===== config.mk =====
export PLATFORM = sky130hd
export DESIGN_NAME = cac_top
export DESIGN_NICKNAME = d
export VERILOG_FILES = /design/src/cac_top.v
export VERILOG_INCLUDE_DIRS = /design/src /design/src/src
export SDC_FILE = /design/constraint.sdc
export NUM_CORES = 1
export LEC_CHECK = 0
export BUFFER_PORTS_ARGS = -buffer_cell sky130_fd_sc_hd__buf_2
export CAP_MARGIN = 20
export CORE_MARGIN = 2
export CORE_UTILIZATION = 40
export CTS_BUF_LIST = sky130_fd_sc_hd__clkbuf_16
export CTS_CLUSTER_DIAMETER = 60
export CTS_CLUSTER_SIZE = 12
export DETAILED_ROUTE_END_ITERATION = 10
export GPL_TIMING_DRIVEN = 0
export SLEW_MARGIN = 20
export SYNTH_ARGS = -nofsm -noshare
export SYNTH_HDL_FRONTEND = slang
export SYNTH_SLANG_ARGS = --single-unit

===== constraint.sdc =====
create_clock -name pclk -period 5.8 [get_ports pclk]
set_input_delay 1.45 -clock pclk [delete_from_list [all_inputs] [get_ports pclk]]
set_output_delay 1.45 -clock pclk [all_outputs]
set_load 0.02 [all_outputs]

===== src/cac_defines.vh =====
/*
 * Register map, field positions and reset values of the counter
 * array compare block. Assumes a 32-bit APB with byte addresses.
 */
`ifndef CAC_DEFINES_VH
`define CAC_DEFINES_VH

// Register byte offsets
`define CAC_CTRL_OFF 8'h00
`define CAC_CNT_OFF 8'h04
`define CAC_WDT_OFF 8'h08
`define CAC_MODE_OFF 8'h10
`define CAC_CMP_OFF 8'h30
`define CAC_STEP 8'h04

// Control register fields
`define CAC_OVF_BIT 7
`define CAC_RUN_BIT 6

// Mode register fields
`define CAC_COMPARATOR_ENABLE_BIT_BIT 6
`define CAC_MAT_BIT 3
`define CAC_TOG_BIT 2
`define CAC_PWM_BIT 1
`define CAC_ECCF_BIT 0
`define CAC_MODE_MASK 8'h7f

// Watchdog enable field and the module that carries it
`define CAC_WATCHDOG_ENABLE_BIT_BIT 0
`define CAC_WD_MOD 4

// Sizes and reset values
`define CAC_NMOD 5
`define CAC_RST_8 8'h00
`define CAC_RST_16 16'h0000
`define CAC_LOW_MAX 8'hff
`define CAC_CNT_MAX 16'hffff

`endif


===== src/cac_top.v =====
/*
 * Five-module compare array on one shared 16-bit counter: toggle
 * outputs, 8-bit pulse-width outputs and a watchdog on module 4,
 * with an APB register slave. Assumes one clock, pclk, and an APB
 * master that keeps the bus protocol; the watchdog reset output is
 * wired into the system's internal reset tree only.
 */
// Chosen here: the register offsets and the APB slave port.
// Behaviour
// RULE1 - High-speed mode inverts the module pin on each counter match
// RULE2 - High-speed mode needs toggle, match-flag and comparator enable bits set
// RULE3 - Every module can do pulse-width output on one shared counter
// RULE4 - Each module's duty comes from its own active low compare byte
// RULE5 - Pulse-width pin low while counter low byte below active byte, else high
// RULE6 - On low byte wrap FF to 00 copy upper byte to active byte
// RULE7 - Pulse-width mode needs pulse-width and comparator enable bits set
// RULE8 - Only module 4 has the watchdog; otherwise it keeps all modes
// RULE9 - Watchdog raises internal reset when its 16-bit compare equals counter
// RULE10 - Watchdog reset acts on internal logic only, never the reset pin
// RULE11 - Software rewrites module 4 compare value to hold off the reset
// RULE12 - Software may rewrite the shared counter instead, disturbing others
// RULE13 - Clearing watchdog enable before a match suppresses the reset
// RULE14 - Software services the watchdog within 2^16 counter counts
// RULE15 - With match-flag enable, a match sets the module event flag
// RULE16 - Event flag requests an interrupt only with its enable bit set
// RULE17 - Counter advances only while the run bit is set
// RULE18 - Counter is 16 bits of high and low byte, wrapping to zero
// RULE19 - Upper to active byte reload applies to pulse-width modules only
`include "cac_defines.vh"
`timescale 1ns/1ps
`default_nettype none

module cac_top (
    input wire pclk, // System clock, 40 MHz
    input wire presetn, // Asynchronous reset, active low
    input wire psel, // APB select
    input wire penable, // APB access phase
    input wire pwrite, // APB write
    input wire [7:0] paddr, // APB byte address
    input wire [31:0] pwdata, // APB write data
    output reg [31:0] prdata, // APB read data
    output reg pready, // APB ready
    output reg pslverr, // APB error on unmapped address
    output reg [4:0] compare_output_pin, // Module output pins
    output reg module_irq_req, // Event interrupt request
    output reg wd_sys_reset // Internal reset pulse
);

    ////////////////////////////////////////////////////////////////
    // State

    reg [15:0] cnt_q; // Shared counter, high and low byte
    reg run_q; // Counter run bit
    reg ovf_q; // Counter overflow flag
    reg [4:0] flag_q; // Module event flags
    reg watchdog_enable_bit_q; // Watchdog enable bit
    reg [7:0] mode_q [0:4]; // Module mode registers
    reg [7:0] upper_q [0:4]; // Upper compare bytes
    reg [7:0] act_q [0:4]; // Active low compare bytes

    reg [15:0] cnt_d;
    reg run_d;
    reg ovf_d;
    reg [4:0] flag_d;
    reg watchdog_enable_bit_d;
    reg [4:0] pin_d;
    reg irq_d;
    reg wd_d;
    reg [31:0] rdata_d;
    reg err_d;
    reg ready_d;

    // Mode decode helpers
    function hs_mode;
        input [7:0] m;
        begin
            hs_mode = m[`CAC_COMPARATOR_ENABLE_BIT_BIT] & m[`CAC_MAT_BIT] & m[`CAC_TOG_BIT]
                & ~m[`CAC_PWM_BIT];
        end
    endfunction

    function pwm_mode;
        input [7:0] m;
        begin
            pwm_mode = m[`CAC_COMPARATOR_ENABLE_BIT_BIT] & m[`CAC_PWM_BIT];
        end
    endfunction

    // Register address decode: module index of a banked register
    function [2:0] bank_idx;
        input [7:0] a;
        input [7:0] base;
        reg [7:0] off;
        begin
            off = a - base;
            bank_idx = off[4:2];
        end
    endfunction

    function in_bank;
        input [7:0] a;
        input [7:0] base;
        reg [7:0] off;
        begin
            off = a - base;
            in_bank = (a >= base) && (off[1:0] == 2'b00)
                && (off[7:2] < `CAC_NMOD);
        end
    endfunction

    ////////////////////////////////////////////////////////////////
    // Bus decode

    wire wr_en = psel & penable & pready & pwrite;
    wire rd_setup = psel & ~penable;
    wire wr_ctrl = wr_en & (paddr == `CAC_CTRL_OFF);
    wire wr_cnt = wr_en & (paddr == `CAC_CNT_OFF);
    wire wr_wdt = wr_en & (paddr == `CAC_WDT_OFF);
    wire wr_mode = wr_en & in_bank(paddr, `CAC_MODE_OFF);
    wire wr_cmp = wr_en & in_bank(paddr, `CAC_CMP_OFF);
    wire [2:0] widx_mode = bank_idx(paddr, `CAC_MODE_OFF);
    wire [2:0] widx_cmp = bank_idx(paddr, `CAC_CMP_OFF);

    ////////////////////////////////////////////////////////////////
    // Counter events

    wire tick = run_q; // RULE17
    wire low_wrap = tick & (cnt_q[7:0] == `CAC_LOW_MAX);
    wire full_wrap = tick & (cnt_q == `CAC_CNT_MAX);

    // Per-module match: counter equals compare while the counter runs and comparator is on
    reg [4:0] match;
    // One loop index per process, so that no variable has two drivers
    integer k;
    integer kf;
    integer kp;
    always @* begin
        for (k = 0; k < `CAC_NMOD; k = k + 1) begin
            match[k] = tick & mode_q[k][`CAC_COMPARATOR_ENABLE_BIT_BIT]
                & (cnt_q == {upper_q[k], act_q[k]});
        end
    end

    ////////////////////////////////////////////////////////////////
    // Next state of counter, control and flags

    always @* begin
        cnt_d = cnt_q;
        if (tick) begin
            cnt_d = cnt_q + 16'h0001; // RULE18
        end
        if (wr_cnt) begin
            cnt_d = pwdata[15:0]; // RULE12
        end
        run_d = run_q;
        ovf_d = ovf_q;
        flag_d = flag_q;
        if (wr_ctrl) begin
            run_d = pwdata[`CAC_RUN_BIT]; // RULE17
            if (pwdata[`CAC_OVF_BIT]) begin
                ovf_d = 1'b0;
            end
            flag_d = flag_q & ~pwdata[4:0];
        end
        // Hardware set wins over a clear in the same cycle
        if (full_wrap) begin
            ovf_d = 1'b1;
        end
        for (kf = 0; kf < `CAC_NMOD; kf = kf + 1) begin
            if (match[kf] & mode_q[kf][`CAC_MAT_BIT]) begin
                flag_d[kf] = 1'b1; // RULE15
            end
        end
        watchdog_enable_bit_d = wr_wdt ? pwdata[`CAC_WATCHDOG_ENABLE_BIT_BIT] : watchdog_enable_bit_q;
    end

    ////////////////////////////////////////////////////////////////
    // Next state of pins, interrupt and watchdog

    always @* begin
        irq_d = 1'b0;
        for (kp = 0; kp < `CAC_NMOD; kp = kp + 1) begin
            pin_d[kp] = compare_output_pin[kp];
            if (pwm_mode(mode_q[kp])) begin // RULE7
                // Low below the active byte, high at or above it
                pin_d[kp] = (cnt_d[7:0] >= act_q[kp]); // RULE3 RULE4 RULE5
            end else if (hs_mode(mode_q[kp]) & match[kp]) begin // RULE2
                pin_d[kp] = ~compare_output_pin[kp]; // RULE1
            end
            if (flag_d[kp] & mode_q[kp][`CAC_ECCF_BIT]) begin
                irq_d = 1'b1; // RULE16
            end
        end
        // Watchdog on module 4 only, needs comparator and match enables
        wd_d = watchdog_enable_bit_q & match[`CAC_WD_MOD] // RULE8 RULE9 RULE13
            & mode_q[`CAC_WD_MOD][`CAC_MAT_BIT]
            & ~mode_q[`CAC_WD_MOD][`CAC_PWM_BIT];
    end

    ////////////////////////////////////////////////////////////////
    // Read mux and answer

    always @* begin
        rdata_d = 32'h0000_0000;
        err_d = 1'b0;
        if (paddr == `CAC_CTRL_OFF) begin
            rdata_d[`CAC_OVF_BIT] = ovf_q;
            rdata_d[`CAC_RUN_BIT] = run_q;
            rdata_d[4:0] = flag_q;
        end else if (paddr == `CAC_CNT_OFF) begin
            rdata_d[15:0] = cnt_q;
        end else if (paddr == `CAC_WDT_OFF) begin
            rdata_d[`CAC_WATCHDOG_ENABLE_BIT_BIT] = watchdog_enable_bit_q;
        end else if (in_bank(paddr, `CAC_MODE_OFF)) begin
            rdata_d[7:0] = mode_q[widx_mode];
        end else if (in_bank(paddr, `CAC_CMP_OFF)) begin
            rdata_d[15:0] = {upper_q[widx_cmp], act_q[widx_cmp]};
        end else begin
            err_d = 1'b1;
        end
        ready_d = rd_setup;
    end

    ////////////////////////////////////////////////////////////////
    // Counter, control and bus registers

    always @(posedge pclk or negedge presetn) begin
        if (!presetn) begin
            cnt_q <= `CAC_RST_16;
            run_q <= 1'b0;
            ovf_q <= 1'b0;
            flag_q <= 5'h00;
            watchdog_enable_bit_q <= 1'b0;
            compare_output_pin <= 5'h00;
            module_irq_req <= 1'b0;
            wd_sys_reset <= 1'b0;
            prdata <= 32'h0000_0000;
            pready <= 1'b0;
            pslverr <= 1'b0;
        end else begin
            cnt_q <= cnt_d;
            run_q <= run_d;
            ovf_q <= ovf_d;
            flag_q <= flag_d;
            watchdog_enable_bit_q <= watchdog_enable_bit_d;
            compare_output_pin <= pin_d;
            module_irq_req <= irq_d;
            // Pulse to the internal reset tree; no external pin is driven
            wd_sys_reset <= wd_d; // RULE10
            pready <= ready_d;
            if (rd_setup) begin
                prdata <= rdata_d;
                pslverr <= err_d;
            end else if (!psel) begin
                pslverr <= 1'b0;
            end
        end
    end

    ////////////////////////////////////////////////////////////////
    // Module mode and compare registers

    integer m;
    always @(posedge pclk or negedge presetn) begin
        if (!presetn) begin
            for (m = 0; m < `CAC_NMOD; m = m + 1) begin
                mode_q[m] <= `CAC_RST_8;
                upper_q[m] <= `CAC_RST_8;
                act_q[m] <= `CAC_RST_8;
            end
        end else begin
            for (m = 0; m < `CAC_NMOD; m = m + 1) begin
                if (wr_mode && widx_mode == m) begin
                    mode_q[m] <= pwdata[7:0] & `CAC_MODE_MASK;
                end
                if (wr_cmp && widx_cmp == m) begin
                    // Software rewrite holds off the watchdog
                    upper_q[m] <= pwdata[15:8]; // RULE11
                    act_q[m] <= pwdata[7:0];
                end else if (low_wrap & pwm_mode(mode_q[m])) begin
                    act_q[m] <= upper_q[m]; // RULE6 RULE19
                end
            end
        end
    end

endmodule

`default_nettype wire


==> impl_metrics.ini <==
[status]
outcome = finished clean

[setup_path]
worstPathCellList = buf_2 > buf_1 > inv_1 > ha_1 > nand2_1 > nor2_1 > nand2_1 > clkbuf_1 > o21ai_0 > ha_1 > a21oi_1 > o21ai_0 > a41oi_1 > o21ai_0 > nand4_1 > o2111ai_1
critPathMaxStageDelay_ns = 0.99
crit_fanout = 10
startpoint_type = input pin
critPathBufInv = 4
crit_path_frequent_cell = o21ai_0
crit_required_ns = 6.10
crit_family = compound AO/OA/AOI/OAI gates
slowest_stage = o21ai_0
critPathCaptureType = register
cp.arrival_ns = 5.85
worstSetupPathType = input pin to register

[logic_synthesis]
synth_top_area_share_pct = 39.9
ys.flop_type = dfrtp_1
synthesis.instances = 1017
synth_top_area_cell = dfrtp_1
netlist_area_um2 = 10300
synth.ff_latch_count = 164
synth_top_family_by_area = multiplexers
synthArstFlopShare_pct = 100
synth_edf_count = 0
synthMuxAreaShare_pct = 17.5
synth_simple_gate_area_share_pct = 11.8
synth_area_leaders = dfrtp_1 40%, mux2_2 7.8%, ha_1 5.5%
yosysSeqAreaShare_pct = 39.9
synth.distinct_cells = 58
avgSynthCellArea_um2 = 10.1
yosysWarnings = 0
synth.most_common_cell = dfrtp_1
synth_common_cells = 164 x dfrtp_1, 71 x mux2_2, 70 x nand2_1, 67 x nor2_1, 64 x o21ai_0
synth_compound_area_share_pct = 11.4
synthAdderAreaFrac_pct = 5.47
synth-xor-area-share_pct = 8.26

[timing]
period_needed_ns = 5.55
tightest_slew_ns = 1.19
rsz0062_at_grt = false
clock-skew-final_ns = 0.0114
setup_viol_count_final = 0
hold_viol = 0
slew_viol_final = 0
fin_crit_sh_pct = 95.7
slew_headroom_pct = 19.8
clock.fmax_mhz = 180

[routing]
drc_errors = 0
wire_per_inst_um = 23.4
antenna_left = 0
firstDrtPassIters = 6
vias = 8264
first_iter_violations = 920
wl_um = 33800
vias_per_cell = 5.72

[cells_and_area]
drive_above_1_share_pct = 19.9
instances_no_fill = 1446
synthToLayoutAreaGrowth_pct = 13.0
fill_cells = 2389
fin_util_pct = 46.1
n_antenna_cell = 0
nNetsFinal = 1193

[clocking]
cts_made_buffers = 17
cts_resized = 0
hold_buffers = 0
clk_pin_slew_ns = 0.07
cts.htree.levels = 4
cts_sinks = 164
postCtsSetupRepairBufs = 0
clock_latency_ns = 0.44
cts-root-buf = clkbuf_16
clockBufferDepth = 2
cts_tree = built

[floorplanning]
die_w_um = 164
start_util_pct = 40.8
core_um2 = 25200
die_y_um = 164
pin_count = 86
fp.dieArea_um2 = 27000
fp-row-count = 58

[place]
gp_congestion = 0.929
hpwl_um = 25100
dp_cells = 1414
port_buffers = 51

[global_routing]
grt_pass1_wl_um = 51100
antenna_found_initial = 0
grt_max_degree = 90
first_global_vias = 8260
grt_overflow = 0
track_usage_pct = 25.9

[min_path]
hold_class = register to register

[pwr]
p_leak_nw = 5.45
p_per_area_nw_per_um2 = 217
ir_worst_vdd_v = 0.000195

[job]
cap_violations = 0
## worst min-delay path, stage by stage, from the launching register on
cell     delay, ns
dfrtp_1       0.34
nand2_1       0.04
o21ai_0       0.06
## logic make-up (layout without fill, tap and decap cells)
family,after synthesis,count (layout)
AO/OA/AOI/OAI,187,187
XOR/XNOR,97,97
adder cells (fa/ha/maj),45,45
buffers and inverters,129,213
flip-flops,164,164
multiplexers,143,143
other,1,16
AND/OR/NAND/NOR,251,251
## flip-flops by register name, indices dropped and copies added (netlist names)
name                   flops
upper_q                   40
cnt_q                     16
act_q                     40
wd_sys_reset               1
run_q                      1
compare_output_pin         5
module_irq_req             1
mode_q                    35
pready                     1
ovf_q                      1
flag_q                     5
watchdog_enable_bit_q      1
pslverr                    1
prdata                    16
## layout make-up
type                       instances  area, um^2  share of cell area, %
multi-input combinational        739        5650                   48.6
sequential                       164        4100                   35.3
clock buffer                      17         425                   3.66
tap                              330         413                   3.55
buffer                            79         402                   3.46
timing repair buffer              52         293                   2.52
inverter                          50         188                   1.62
clock inverter                    15         146                   1.26
## per-layer routing
layer / GRT usage [%] / up-vias / part of all wire, %
met2: 39.4 / 372 / 44
met4: 12.7 / 0 / 4.8
met1: 35.5 / 4044 / 43
li1: - / 3757 / -
met3: 4.82 / 91 / 7.8
met5: 0 / - / 0
## layout by cell type (no fill, tap or decap), drive strengths merged, types with 4 or more instances in the layout
master and n:
dfrtp 164, buf 88, mux2 76, nand2 70, nor2 69, o21ai 64
xor2 62, clkbuf 60, inv 58, a21oi 53, mux2i 47, ha 45
xnor2 35, nand3 28, mux4 20, nor3 20, a22oi 19, nor4 17
conb 16, nand4 12, nor2b 10, a211oi 6, nand2b 5, a21o 5
and3 5, a22o 5, o22ai 5, nand3b 4, a211o 4, clkinv 4
## worst paths after layout
| path | from | endpoint | slack (ns) | depth (start not counted) |
|---|---|---|---|---|
| max | paddr[4] | compare_output_pin[3]$_DFFE_PN0P_ | 0.25 | 16 |
| min | prdata[14]$_DFFE_PN0P_ | prdata[14]$_DFFE_PN0P_ | 0.47 | 2 |
| max reg2reg | pready$_DFF_PN0_ | compare_output_pin[3]$_DFFE_PN0P_ | 1.91 | 12 |
| min reg2reg | prdata[14]$_DFFE_PN0P_ | prdata[14]$_DFFE_PN0P_ | 0.47 | 2 |
| max in group asynchronous | presetn | act_q[9]$_DFFE_PN0P_ | 3.92 | 2 |
| min in group asynchronous | presetn | mode_q[6]$_DFFE_PN0P_ | 0.98 | 1 |
## metrics by stage
stage                     setup slack (ns)  hold WS (ns)  setup TNS [ns]  cell area [um^2]  power (mW)
after floorplan                       1.21         0.469               0             10300        1.31
after global placement              -0.188         0.457          -0.429             11000        1.41
after detailed placement            -0.206         0.466          -0.640             11000        1.42
after CTS                            0.231         0.481               0             11600        2.53
after global routing                0.0374         0.506               0             11600        2.60
final                                0.252         0.474               0             11600        2.52
## power breakdown
| group | internal, mW | leakage, nW | switching (mW) |
|---|---|---|---|
| clock | 0.603 | 0.280 | 0.524 |
| sequential | 1.15 | 1.96 | 0.0117 |
| combinational | 0.0715 | 3.22 | 0.158 |
| total | 1.83 | 5.45 | 0.693 |
Note: power is estimated with default switching activity, not from simulation.
